### src/design/rpt_consts.svh
// constants for the rgb panel timing controller
`ifndef RPT_CONSTS_SVH
`define RPT_CONSTS_SVH
`define RPT_PIX_DIV_DEF   8'h04
`define RPT_H_FP_DEF      12'h008
`define RPT_H_SYNC_DEF    12'h004
`define RPT_H_BP_DEF      12'h010
`define RPT_H_ACT_DEF     12'h140
`define RPT_V_FP_DEF      12'h002
`define RPT_V_SYNC_DEF    12'h002
`define RPT_V_BP_DEF      12'h004
`define RPT_V_ACT_DEF     12'h0F0
`define RPT_CW            12
`endif

### src/design/rpt_pkg.sv
// types for the rgb panel timing controller
package rpt_pkg;
  typedef enum logic [1:0] {
    RPT_ST_SYNC  = 2'b00,
    RPT_ST_BACK  = 2'b01,
    RPT_ST_ACT   = 2'b11,
    RPT_ST_FRONT = 2'b10
  } rpt_phase_t;
endpackage

### src/design/rpt_sync2.sv
// two-flop synchroniser for a single level
`timescale 1ns/1ps
`default_nettype none
module rpt_sync2 (
  input  wire logic i_clk,
  input  wire logic i_ce,
  input  wire logic i_d,
  output var  logic o_q
);
  logic meta_reg;
  always_ff @(posedge i_clk) begin
    if (i_ce) begin
      meta_reg <= i_d;
      o_q      <= meta_reg;
    end
  end
endmodule // rpt_sync2
`default_nettype wire

### src/design/rpt_phase_cnt.sv
// one axis counter walking sync, back porch, active and front porch
`timescale 1ns/1ps
`default_nettype none
module rpt_phase_cnt #(
  parameter int W = 12
) (
  input  wire logic            i_clk,
  input  wire logic            i_rst_n,
  input  wire logic            i_step,
  input  wire logic [W-1:0]    i_sync,
  input  wire logic [W-1:0]    i_back,
  input  wire logic [W-1:0]    i_act,
  input  wire logic [W-1:0]    i_front,
  output var  rpt_pkg::rpt_phase_t o_phase,
  output var  logic [W-1:0]    o_pos,
  output var  logic            o_wrap
);
  logic [W-1:0] len;
  always_comb begin
    case (o_phase)
      rpt_pkg::RPT_ST_SYNC:  len = i_sync;
      rpt_pkg::RPT_ST_BACK:  len = i_back;
      rpt_pkg::RPT_ST_ACT:   len = i_act;
      rpt_pkg::RPT_ST_FRONT: len = i_front;
      default:               len = i_sync;
    endcase
  end
  wire logic last = (o_pos + W'(1) >= len);
  assign o_wrap = i_step && last && (o_phase == rpt_pkg::RPT_ST_FRONT);
  // each phase length is a runtime count
  always_ff @(posedge i_clk) begin
    if (!i_rst_n) begin
      o_phase <= rpt_pkg::RPT_ST_SYNC;
      o_pos   <= '0;
    end else if (i_step) begin
      if (last) begin
        o_pos <= '0;
        case (o_phase)
          rpt_pkg::RPT_ST_SYNC:  o_phase <= rpt_pkg::RPT_ST_BACK;
          rpt_pkg::RPT_ST_BACK:  o_phase <= rpt_pkg::RPT_ST_ACT;
          rpt_pkg::RPT_ST_ACT:   o_phase <= rpt_pkg::RPT_ST_FRONT;
          default:               o_phase <= rpt_pkg::RPT_ST_SYNC;
        endcase
      end else begin
        o_pos <= o_pos + W'(1);
      end
    end
  end
endmodule // rpt_phase_cnt
`default_nettype wire

### src/design/rpt_panel_ctrl.sv
// rgb panel raster controller: pixel clock, syncs, enable and pixel bus
`include "rpt_consts.svh"
`timescale 1ns/1ps
`default_nettype none
module rpt_panel_ctrl #(
  parameter int CW = `RPT_CW
) (
  input  wire logic          i_clk,
  input  wire logic          i_rst_n,
  input  wire logic          i_ce,
  input  wire logic          i_start,
  input  wire logic          i_stop,
  input  wire logic [31:0]   i_base_addr,
  input  wire logic [7:0]    i_pix_div,
  input  wire logic [CW-1:0] i_h_sync,
  input  wire logic [CW-1:0] i_h_back,
  input  wire logic [CW-1:0] i_h_act,
  input  wire logic [CW-1:0] i_h_front,
  input  wire logic [CW-1:0] i_v_sync,
  input  wire logic [CW-1:0] i_v_back,
  input  wire logic [CW-1:0] i_v_act,
  input  wire logic [CW-1:0] i_v_front,
  input  wire logic          i_mirror_h,
  input  wire logic          i_mirror_v,
  input  wire logic          i_fall_edge,
  input  wire logic          i_en_hold,
  input  wire logic [15:0]   i_pix_data,
  input  wire logic          i_pix_valid,
  input  wire logic          i_vsync_in,
  output logic               o_pix_ready,
  output logic               o_run,
  output logic               o_addr_err,
  output logic               o_line_done,
  output logic               o_mcu_window,
  output logic               o_pixel_clock_out,
  output logic               o_line_sync_n,
  output logic               o_frame_sync_n,
  output logic               o_pixel_valid_enable,
  output logic [7:0]         o_red,
  output logic [7:0]         o_green,
  output logic [7:0]         o_blue,
  output logic               o_mirror_h,
  output logic               o_mirror_v
);
  // ==========================================================
  // run control
  logic run_reg;
  logic vsync_in_s;
  rpt_sync2 u_vs (
    .i_clk (i_clk),
    .i_ce  (i_ce),
    .i_d   (i_vsync_in),
    .o_q   (vsync_in_s)
  );
  // odd base refused, runs until stopped
  always_ff @(posedge i_clk) begin
    if (!i_rst_n) begin
      run_reg    <= 1'b0;
      o_addr_err <= 1'b0;
    end else if (i_ce) begin
      if (i_start && i_base_addr[0]) begin
        o_addr_err <= 1'b1;
      end else if (i_start) begin
        o_addr_err <= 1'b0;
        run_reg    <= 1'b1;
      end else if (i_stop) begin
        run_reg    <= 1'b0;
      end
    end
  end
  // ==========================================================
  // pixel clock divider: one common time base for all timing
  logic [7:0] div_reg;
  logic       tick;
  logic       half;
  assign tick = i_ce && run_reg && (div_reg == 8'h00);
  always_ff @(posedge i_clk) begin
    if (!i_rst_n || !run_reg) begin
      div_reg <= 8'h00;
    end else if (i_ce) begin
      div_reg <= (div_reg + 8'h01 >= i_pix_div) ? 8'h00 : div_reg + 8'h01;
    end
  end
  assign half = (div_reg < (i_pix_div >> 1));
  // ==========================================================
  // horizontal and vertical counters
  rpt_pkg::rpt_phase_t hph;
  rpt_pkg::rpt_phase_t vph;
  logic [CW-1:0] hpos;
  logic [CW-1:0] vpos;
  logic          hwrap;
  logic          vwrap;
  logic          hstep;
  logic          vstep;
  assign vstep = hwrap;
  // the line advances only when a pixel word is present in the visible area (both axes active)
  assign hstep = tick && ((hph != rpt_pkg::RPT_ST_ACT) || (vph != rpt_pkg::RPT_ST_ACT)
                          || i_pix_valid);
  rpt_phase_cnt #(.W(CW)) u_h (
    .i_clk   (i_clk),
    .i_rst_n (i_rst_n && run_reg),
    .i_step  (hstep),
    .i_sync  (i_h_sync),
    .i_back  (i_h_back),
    .i_act   (i_h_act),
    .i_front (i_h_front),
    .o_phase (hph),
    .o_pos   (hpos),
    .o_wrap  (hwrap)
  );
  rpt_phase_cnt #(.W(CW)) u_v (
    .i_clk   (i_clk),
    .i_rst_n (i_rst_n && run_reg),
    .i_step  (vstep),
    .i_sync  (i_v_sync),
    .i_back  (i_v_back),
    .i_act   (i_v_act),
    .i_front (i_v_front),
    .o_phase (vph),
    .o_pos   (vpos),
    .o_wrap  (vwrap)
  );
  logic visible;
  assign visible = (hph == rpt_pkg::RPT_ST_ACT) && (vph == rpt_pkg::RPT_ST_ACT);
  assign o_pix_ready = hstep && visible;
  // ==========================================================
  // panel outputs, all registered
  logic gate_reg;
  logic gate_now;
  // use the slot's own gate from its first cycle, else a stalled slot inherits a half pulse
  assign gate_now = tick ? !(visible && !i_pix_valid) : gate_reg;
  always_ff @(posedge i_clk) begin
    if (!i_rst_n) begin
      o_line_sync_n        <= 1'b1;
      o_frame_sync_n       <= 1'b1;
      o_pixel_valid_enable <= 1'b0;
      o_pixel_clock_out    <= 1'b0;
      o_red                <= 8'h00;
      o_green              <= 8'h00;
      o_blue               <= 8'h00;
      o_line_done          <= 1'b0;
      o_mcu_window         <= 1'b0;
      o_run                <= 1'b0;
      gate_reg             <= 1'b0;
      o_mirror_h           <= 1'b0;
      o_mirror_v           <= 1'b0;
    end else if (i_ce) begin
      o_run        <= run_reg;
      o_mirror_h   <= i_mirror_h;
      o_mirror_v   <= i_mirror_v;
      o_line_sync_n  <= !(run_reg && hph == rpt_pkg::RPT_ST_SYNC);
      o_frame_sync_n <= !(run_reg && vph == rpt_pkg::RPT_ST_SYNC
                          && !vsync_in_s);
      o_pixel_valid_enable <= i_en_hold ? 1'b1 : (run_reg && visible);
      o_line_done  <= hstep && (hph == rpt_pkg::RPT_ST_ACT)
                      && (hpos + CW'(1) >= i_h_act) && (vph == rpt_pkg::RPT_ST_ACT);
      o_mcu_window <= run_reg && (vph != rpt_pkg::RPT_ST_ACT);
      if (tick) gate_reg <= gate_now;
      // low phase after data launch gives a rising edge mid-pixel (high phase and a falling edge with i_fall_edge)
      o_pixel_clock_out <= run_reg && gate_now && (half ^ !i_fall_edge);
      if (o_pix_ready) begin
        o_red   <= {i_pix_data[15:11], i_pix_data[15:13]};
        o_green <= {i_pix_data[10:5],  i_pix_data[10:9]};
        o_blue  <= {i_pix_data[4:0],   i_pix_data[4:2]};
      end
    end
  end
  // ==========================================================
  // checks
  chk_sync_low_idle: assert property (@(posedge i_clk) disable iff (!i_rst_n)
    i_ce && !run_reg |=> o_line_sync_n) else $error("line sync active while idle");
  chk_odd_norun: assert property (@(posedge i_clk) disable iff (!i_rst_n)
    i_ce && i_start && i_base_addr[0] && !run_reg |=> !run_reg) else $error("odd base ran");
  chk_odd_base: assert property (@(posedge i_clk) disable iff (!i_rst_n)
    i_ce && i_start && i_base_addr[0] |=> o_addr_err) else $error("odd base accepted");
  chk_enable_idle: assert property (@(posedge i_clk) disable iff (!i_rst_n)
    i_ce && !i_en_hold && !visible |=> !o_pixel_valid_enable) else $error("enable out");
  chk_strap_h: assert property (@(posedge i_clk) disable iff (!i_rst_n)
    i_ce |=> o_mirror_h == $past(i_mirror_h)) else $error("h strap");
  chk_strap_v: assert property (@(posedge i_clk) disable iff (!i_rst_n)
    i_ce |=> o_mirror_v == $past(i_mirror_v)) else $error("v strap");
  cov_line: cover property (@(posedge i_clk) o_line_done);
  cov_frame: cover property (@(posedge i_clk) !o_frame_sync_n);
  cov_err: cover property (@(posedge i_clk) o_addr_err);
endmodule // rpt_panel_ctrl
`default_nettype wire

### config.mk
export PLATFORM = sky130hd
export DESIGN_NAME = rpt_panel_ctrl
export DESIGN_NICKNAME = d
export VERILOG_FILES = /design/src/design/rpt_pkg.sv /design/src/design/rpt_sync2.sv /design/src/design/rpt_phase_cnt.sv /design/src/design/rpt_panel_ctrl.sv
export VERILOG_INCLUDE_DIRS = /design/src /design/src/design
export SDC_FILE = /design/constraint.sdc
export NUM_CORES = 1
export LEC_CHECK = 0
export BUFFER_PORTS_ARGS = -buffer_cell sky130_fd_sc_hd__buf_2
export CORE_MARGIN = 2
export CORE_UTILIZATION = 53
export CTS_CLUSTER_SIZE = 30
export DETAILED_ROUTE_END_ITERATION = 8
export MAX_ROUTING_LAYER = met4
export PLACE_DENSITY = 0.92
export SYNTH_ARGS = -nofsm -noshare
export SYNTH_HDL_FRONTEND = slang
export SYNTH_SLANG_ARGS = --single-unit
export TNS_END_PERCENT = 20
### constraint.sdc
create_clock -name i_clk -period 8.7 [get_ports i_clk]
set_clock_uncertainty 0.05 [all_clocks]
set_input_delay 1.74 -clock i_clk [delete_from_list [all_inputs] [get_ports i_clk]]
set_output_delay 1.74 -clock i_clk [all_outputs]
set_load 0.05 [all_outputs]
==> results.sh, run 1 <==
export IMPL_status="finished clean"
export IMPL_switchingPower_mw=0.1661
export IMPL_n_fill_cell=766
export IMPL_hold_buffers=0
export IMPL_synth_top_cells_by_area="dfxtp_1 26%, ha_1 14%, mux4_2 11%"
export IMPL_path_clk_slew_ns=0.08
export IMPL_synth_edff_count=2
export IMPL_antenna_found_initial=0
export IMPL_path_delay_family="simple AND/OR/NAND/NOR gates"
export IMPL_whs_path_depth=0
export IMPL_core_um2=9109
export IMPL_num_rows=35
export IMPL_fmax_ghz=0.1813
export IMPL_dr_pass1_iters=4
export IMPL_crit_buf_inv=3
export IMPL_seq_area_frac_synth_pct=27.42
export IMPL_min_to="u_vs.o_q"
export IMPL_wl_mm=12.07
export IMPL_worst_r2r_setup_slack_ns=4.87
export IMPL_vias_per_cell=5.642
export IMPL_worstSetupPathType="primary input to primary output"
export IMPL_io_pins=198
export IMPL_nets=892
export IMPL_r2r_end="u_h.o_pos[4]"
export IMPL_initial_core_util_pct=53.70
export IMPL_worst_path_max_fanout=23
export IMPL_syn_avg_cell_area_um2=9.263
export IMPL_remaining_drc_errors=0
export IMPL_cts_resized=0
export IMPL_grt_pass1_wl_mm=19.51
export IMPL_p_int_mw=0.4599
export IMPL_multi_input_area_um2=3181
export IMPL_synth_fp_nets=745
export IMPL_max_cap_violations=0
export IMPL_post_drt_wl_per_cell_um=15.25
export IMPL_hold_start="u_vs.meta_reg"
export IMPL_power_frac_clock_pct=37.6
export IMPL_cts_setup_buffers=0
export IMPL_ys_types=62
export IMPL_track_usage_pct=24.83
export IMPL_via_count=4463
export IMPL_fin_crit_sh_pct=63.41
export IMPL_end_kind="primary output"
export IMPL_sequentialPowerShare_pct=49.3
export IMPL_synth_commonest_cells="69 x nand2_1, 64 x dfxtp_1, 54 x ha_1, 46 x inv_1, 24 x mux4_2"
export IMPL_grt_max_degree=31
export IMPL_cts_tree="built"
export IMPL_overflow=0
export IMPL_sw_frac_of_total_pct=26.53
export IMPL_antenna_left=0
export IMPL_cp_depth=7
export IMPL_final_area_um2=5856
export IMPL_rr_worst_depth=9
export IMPL_place_hpwl_mm=9.488
export IMPL_ir_drop_uv=61.27
export IMPL_cts_sinks=66
export IMPL_synthArstFlopShare_pct=0
export IMPL_period_needed_ns=5.517
export IMPL_ys_warn_count=0
export IMPL_synthCells=528
export IMPL_ys_dominant_reg_cell="dfxtp_1"
export IMPL_hold_viol_final=0
export IMPL_clk_latency_ns=0.35
export IMPL_dpl_cell_area_um2=5677
export IMPL_cp_arrival_ns=3.73
export IMPL_synth_seq_cells=66
export IMPL_num_antenna_cells=0
export IMPL_crit_chain="buf_2, and4bb_1, nand3_1, o21bai_4, or2_1, clkinv_4, buf_2"
export IMPL_port_buffers=166
export IMPL_worstMarginPinSlew_ns=0.9471
export IMPL_worstPathRequired_ns=6.91
export IMPL_startpoint_type="primary input"
export IMPL_rsz0062_at_grt="no"
export IMPL_cts_buffers=9
export IMPL_cpPeakStageDelay_ns=0.59
export IMPL_crit_slowest_cell="or2_1"
export IMPL_die_w_um=100.1
export IMPL_post_route_util_pct=64.29
export IMPL_routabilityCongestion=0.9058
export IMPL_dieArea_um2=10010
export IMPL_synth_most_common_cell="nand2_1"
export IMPL_grt_pass1_vias=4370
export IMPL_dieHeight_um=100.1
export IMPL_critPathMostFrequentCell="buf_2"
export IMPL_drv_slew=0
export IMPL_fin_tns_setup_ns=0
export IMPL_layout_drive_gt1_share_pct=33.82
export IMPL_regArea_um2=1341
export IMPL_yosysTopAreaCell="dfxtp_1"
export IMPL_r2r_start="u_h.o_phase[0]"
export IMPL_syn_to_final_growth_pct=19.72
export IMPL_maxSlewHeadroom_pct=36.77
export IMPL_cts_root_buf="clkbuf_8"
export IMPL_cts_buffer_depth=2
export IMPL_setup_viol=0
export IMPL_powerDensity_nw_per_um2=106.9
export IMPL_worst_hold_path_type="flip-flop to flip-flop"
export IMPL_netlist_area_um2=4891
export IMPL_p_comb_share_pct=13.1
export IMPL_cts_max_level=3
export IMPL_yosys_area_top_type_share_pct=26.20
export IMPL_p_leak_nw=2.903
export IMPL_drtIter0Drc=153
layout make-up:
class                           count  area share [%]
Sequential cell                    66           22.91
Clock inverter                      6          0.7051
Timing Repair Buffer              166           14.19
Clock buffer                       10           2.350
Tap cell                          111           2.372
Inverter                           48           3.162
Multi-Input combinational cell    384           54.32
worst max path at each step:
stage | from | endpoint | slack (ns)
global route | i_ce | o_pix_ready | 3.07
floorplan | i_ce | o_pix_ready | 4.13
detailed placement | i_ce | o_pix_ready | 3.21
CTS | i_ce | o_pix_ready | 3.19
finish | i_ce | o_pix_ready | 3.18
global placement | i_ce | o_pix_ready | 3.26
layer usage:
layer,GRT usage (%),vias to the layer above,part of all wire [%]
li1,-,2182,-
met1,27.05,2121,41
met2,45.63,137,52
met3,3.830,23,4.6
met4,9.062,0,2.0
met5,-,-,0
metrics by stage:
stage                     cells  hold WS (ns)  setup WS (ns)  power, mW
after detailed placement    775        0.3839          3.210     0.3971
final                       791        0.4191          3.183     0.6261
after global routing        791        0.4268          3.067     0.6515
after floorplan             528        0.3503          4.131     0.3576
after CTS                   791        0.4089          3.189     0.6287
after global placement      775        0.3570          3.259     0.3923
cells by family after synthesis:
family / Yosys count / synth area share, %
buffers and inverters: 78 / 7.547
AO/OA/AOI/OAI: 118 / 18.21
multiplexers: 31 / 12.59
AND/OR/NAND/NOR: 156 / 15.94
flip-flops: 66 / 27.42
adder cells (fa/ha/maj): 54 / 13.81
XOR/XNOR: 25 / 4.477
power by group through the flow:
| stage | logic [mW] | registers (mW) | clock network, mW |
|---|---|---|---|
| after global routing | 0.0909 | 0.309 | 0.252 |
| after detailed placement | 0.0816 | 0.315 | 0 |
| final | 0.0821 | 0.309 | 0.235 |
| after CTS | 0.0822 | 0.308 | 0.238 |
| after global placement | 0.0771 | 0.315 | 0 |
| after floorplan | 0.0373 | 0.320 | 0 |
placed cells by master, fill, tap and decap left out, types with 2 or more instances in the layout:
master,n
buf_2,166
nand2_1,69
dfxtp_1,64
ha_1,54
inv_1,46
mux4_2,24
o21ai_0,23
a21oi_1,20
nor2_1,19
nand3_1,17
xnor2_1,15
a22o_1,13
nor2b_1,12
a21boi_0,11
a21o_1,10
xor2_1,10
clkbuf_8,10
a32o_1,9
a21boi_2,9
nand2b_1,8
and3_1,8
mux2i_1,6
a22oi_1,3
nand4_1,3
a211oi_1,3
clkinvlp_4,3
and3_2,2
nor3_1,2
and2_1,2
nand4b_1,2
a31oi_1,2
nor4b_1,2
o211ai_2,2
o21a_1,2
clkinv_2,2
edfxtp_1,2
Power figures use the tool's default switching activity.
==> run 2: changes to the inputs <==
--- a/config.mk
+++ b/config.mk
@@ -6,13 +6,14 @@
 export SDC_FILE = /design/constraint.sdc
 export NUM_CORES = 1
 export LEC_CHECK = 0
+export ABC_AREA = 1
 export BUFFER_PORTS_ARGS = -buffer_cell sky130_fd_sc_hd__buf_2
 export CORE_MARGIN = 2
-export CORE_UTILIZATION = 53
+export CORE_UTILIZATION = 50
 export CTS_CLUSTER_SIZE = 30
 export DETAILED_ROUTE_END_ITERATION = 8
 export MAX_ROUTING_LAYER = met4
-export PLACE_DENSITY = 0.92
+export PLACE_DENSITY = 0.87
 export SYNTH_ARGS = -nofsm -noshare
 export SYNTH_HDL_FRONTEND = slang
 export SYNTH_SLANG_ARGS = --single-unit
==> constraint.sdc (replaced) <==
create_clock -name i_clk -period 5.1 [get_ports i_clk]
set_clock_uncertainty 0.05 [all_clocks]
set_input_delay 1.02 -clock i_clk [delete_from_list [all_inputs] [get_ports i_clk]]
set_output_delay 1.02 -clock i_clk [all_outputs]
set_load 0.05 [all_outputs]
==> run 2 against run 1 <==
Effect of this change: via count up 18%; non-clock buffer count stayed put; clock power up 90%.
==> results.sh, run 2 <==
export IMPL_regArea_um2=1341
export IMPL_synthAdderAreaFrac_pct=13.58
export IMPL_multi_input_area_um2=3129
export IMPL_synth_most_common_cell="nand2_1"
export IMPL_io_pins=198
export IMPL_dr_pass1_iters=4
export IMPL_yosysTopAreaCell="dfxtp_1"
export IMPL_seq_area_frac_synth_pct=26.95
export IMPL_p_comb_share_pct=11.5
export IMPL_drv_slew=0
export IMPL_power_frac_clock_pct=40.6
export IMPL_cts_buffers=9
export IMPL_routabilityCongestion=0.8708
export IMPL_grt_pass1_vias=4719
export IMPL_synth_fp_nets=962
export IMPL_port_buffers=166
export IMPL_track_usage_pct=23.53
export IMPL_end_kind="primary output"
export IMPL_hold_buffers=0
export IMPL_synth_seq_cells=66
export IMPL_status="finished clean"
export IMPL_startpoint_type="primary input"
export IMPL_rsz0062_at_grt="no"
export IMPL_fin_crit_sh_pct=73.08
export IMPL_switchingPower_mw=0.2863
export IMPL_yosys_area_top_type_share_pct=25.75
export IMPL_wl_mm=12.42
export IMPL_ys_dominant_reg_cell="dfxtp_1"
export IMPL_synth_simple_area_share_pct=29.09
export IMPL_synthCells=745
export IMPL_remaining_drc_errors=0
export IMPL_period_needed_ns=3.727
export IMPL_clk_latency_ns=0.34
export IMPL_synth_compound_area_share_pct=16.70
export IMPL_grt_pass1_wl_mm=20.80
export IMPL_via_count=5250
export IMPL_layout_commonest_cell="nand2_1"
export IMPL_initial_core_util_pct=51.14
export IMPL_cts_buffer_depth=2
export IMPL_synth_top_cells_by_area="dfxtp_1 26%, ha_1 14%, nand2_1 13%"
export IMPL_worst_path_max_fanout=19
export IMPL_hold_viol_final=0
export IMPL_num_antenna_cells=0
export IMPL_cts_root_buf="clkbuf_8"
export IMPL_drtIter0Drc=306
export IMPL_dieHeight_um=103.8
export IMPL_cts_tree="built"
export IMPL_sw_frac_of_total_pct=26.09
export IMPL_maxSlewHeadroom_pct=41.76
export IMPL_wl_met2_mm=5.539
export IMPL_path_clk_slew_ns=0.08
export IMPL_antenna_left=0
export IMPL_ir_drop_uv=159.0
export IMPL_worst_hold_path_type="flip-flop to flip-flop"
export IMPL_layout_drive_gt1_share_pct=22.83
export IMPL_netlist_area_um2=4976
export IMPL_num_rows=36
export IMPL_synth_xor_xnor_area_share_pct=3.520
export IMPL_syn_to_final_growth_pct=20.79
export IMPL_p_leak_nw=3.098
export IMPL_antenna_found_initial=0
export IMPL_nets=1110
export IMPL_top_layer_used="met4"
export IMPL_max_cap_violations=0
export IMPL_fin_tns_setup_ns=0
export IMPL_cp_arrival_ns=2.66
export IMPL_fin_ws_ns=1.373
export IMPL_wl_met3_um=895
export IMPL_cts_max_level=3
export IMPL_sequentialPowerShare_pct=47.8
export IMPL_n_fill_cell=938
export IMPL_cts_resized=0
export IMPL_syn_avg_cell_area_um2=6.679
export IMPL_setup_viol=0
export IMPL_synth_commonest_cells="172 x nand2_1, 103 x nor2_1, 86 x inv_1, 64 x dfxtp_1, 63 x a21oi_1"
export IMPL_layout_common_cells="172 x nand2_1, 166 x buf_2, 103 x nor2_1"
export IMPL_core_um2=9729
export IMPL_worstPathRequired_ns=4.03
export IMPL_ys_warn_count=0
export IMPL_overflow=0
export IMPL_p_int_mw=0.8109
export IMPL_post_drt_wl_per_cell_um=12.05
export IMPL_synth_edff_count=2
export IMPL_place_ws_ns=1.385
export IMPL_powerDensity_nw_per_um2=182.5
export IMPL_worstMarginPinSlew_ns=0.8703
export IMPL_dieArea_um2=10770
export IMPL_wirelength_met1_mm=5.863
export IMPL_cts_sinks=66
export IMPL_grt_max_degree=25
export IMPL_place_hpwl_mm=9.580
export IMPL_synthArstFlopShare_pct=0
export IMPL_fmax_ghz=0.2683
export IMPL_synth_mux_area_share_pct=0
export IMPL_worstSetupPathType="primary input to primary output"
export IMPL_vias_per_cell=5.092
export IMPL_synth_top_family_by_area="simple AND/OR/NAND/NOR gates"
export IMPL_cts_setup_buffers=0
export IMPL_die_w_um=103.8
export IMPL_ys_types=41
-- run 2: worst paths after layout --
path                       start             end  slack, ns  depth (start not counted)
setup reg to reg  u_v.o_phase[1]  u_v.o_phase[1]       1.60                         11
hold / removal     u_vs.meta_reg        u_vs.o_q       0.38                          0
hold reg to reg    u_vs.meta_reg        u_vs.o_q       0.38                          0
setup / recovery            i_ce     o_pix_ready       1.37                          8
-- run 2: power groups by stage --
stage | logic [mW] | clock network (mW) | registers (mW)
floorplan | 0.0528 | 0 | 0.546
detailed placement | 0.126 | 0 | 0.537
finish | 0.126 | 0.446 | 0.525
CTS | 0.127 | 0.457 | 0.525
global placement | 0.123 | 0 | 0.537
global route | 0.142 | 0.480 | 0.525
-- run 2: worst max-delay path: stages --
cell	delay [ns]
buf_2	0.31
nand2_2	0.20
inv_1	0.16
nand4_2	0.16
inv_2	0.12
nand2_4	0.14
inv_4	0.22
buf_2	0.30
-- run 2: cell families (layout without fill, tap and decap cells) --
group,after synthesis,after routing
buf+inv,120,273
flops,66,66
compound gates,144,144
fa+ha+maj,54,54
xor+xnor,20,20
simple gates,341,341
-- run 2: area by class of cell --
type | count | share of cell area [%]
multi-input cells | 559 | 52.06
flip-flops and latches | 66 | 22.31
repair buffers | 166 | 13.82
inverters | 91 | 5.724
well taps | 133 | 2.769
clock buffers | 9 | 2.061
clock inverters | 7 | 1.249
-- run 2: layer usage --
| metal | vias to the layer above | global-route usage [%] |
|---|---|---|
| li1 | 2741 | - |
| met1 | 2313 | 30.40 |
| met2 | 182 | 38.08 |
| met3 | 14 | 4.783 |
| met4 | 0 | 5.502 |
| met5 | - | - |
-- run 2: metrics by stage --
step / total power, mW / cells / hold slack (ns) / utilization [%] / instance area (µm²)
detailed placement: 0.6627 / 1015 / 0.3687 / 59.74 / 5812
global placement: 0.6602 / 1015 / 0.3549 / 59.74 / 5812
floorplan: 0.5992 / 745 / 0.3503 / - / 4976
finish: 1.097 / 1031 / 0.3826 / 61.78 / 6011
global route: 1.147 / 1031 / 0.4020 / 61.78 / 6011
CTS: 1.108 / 1031 / 0.3880 / 61.78 / 6011
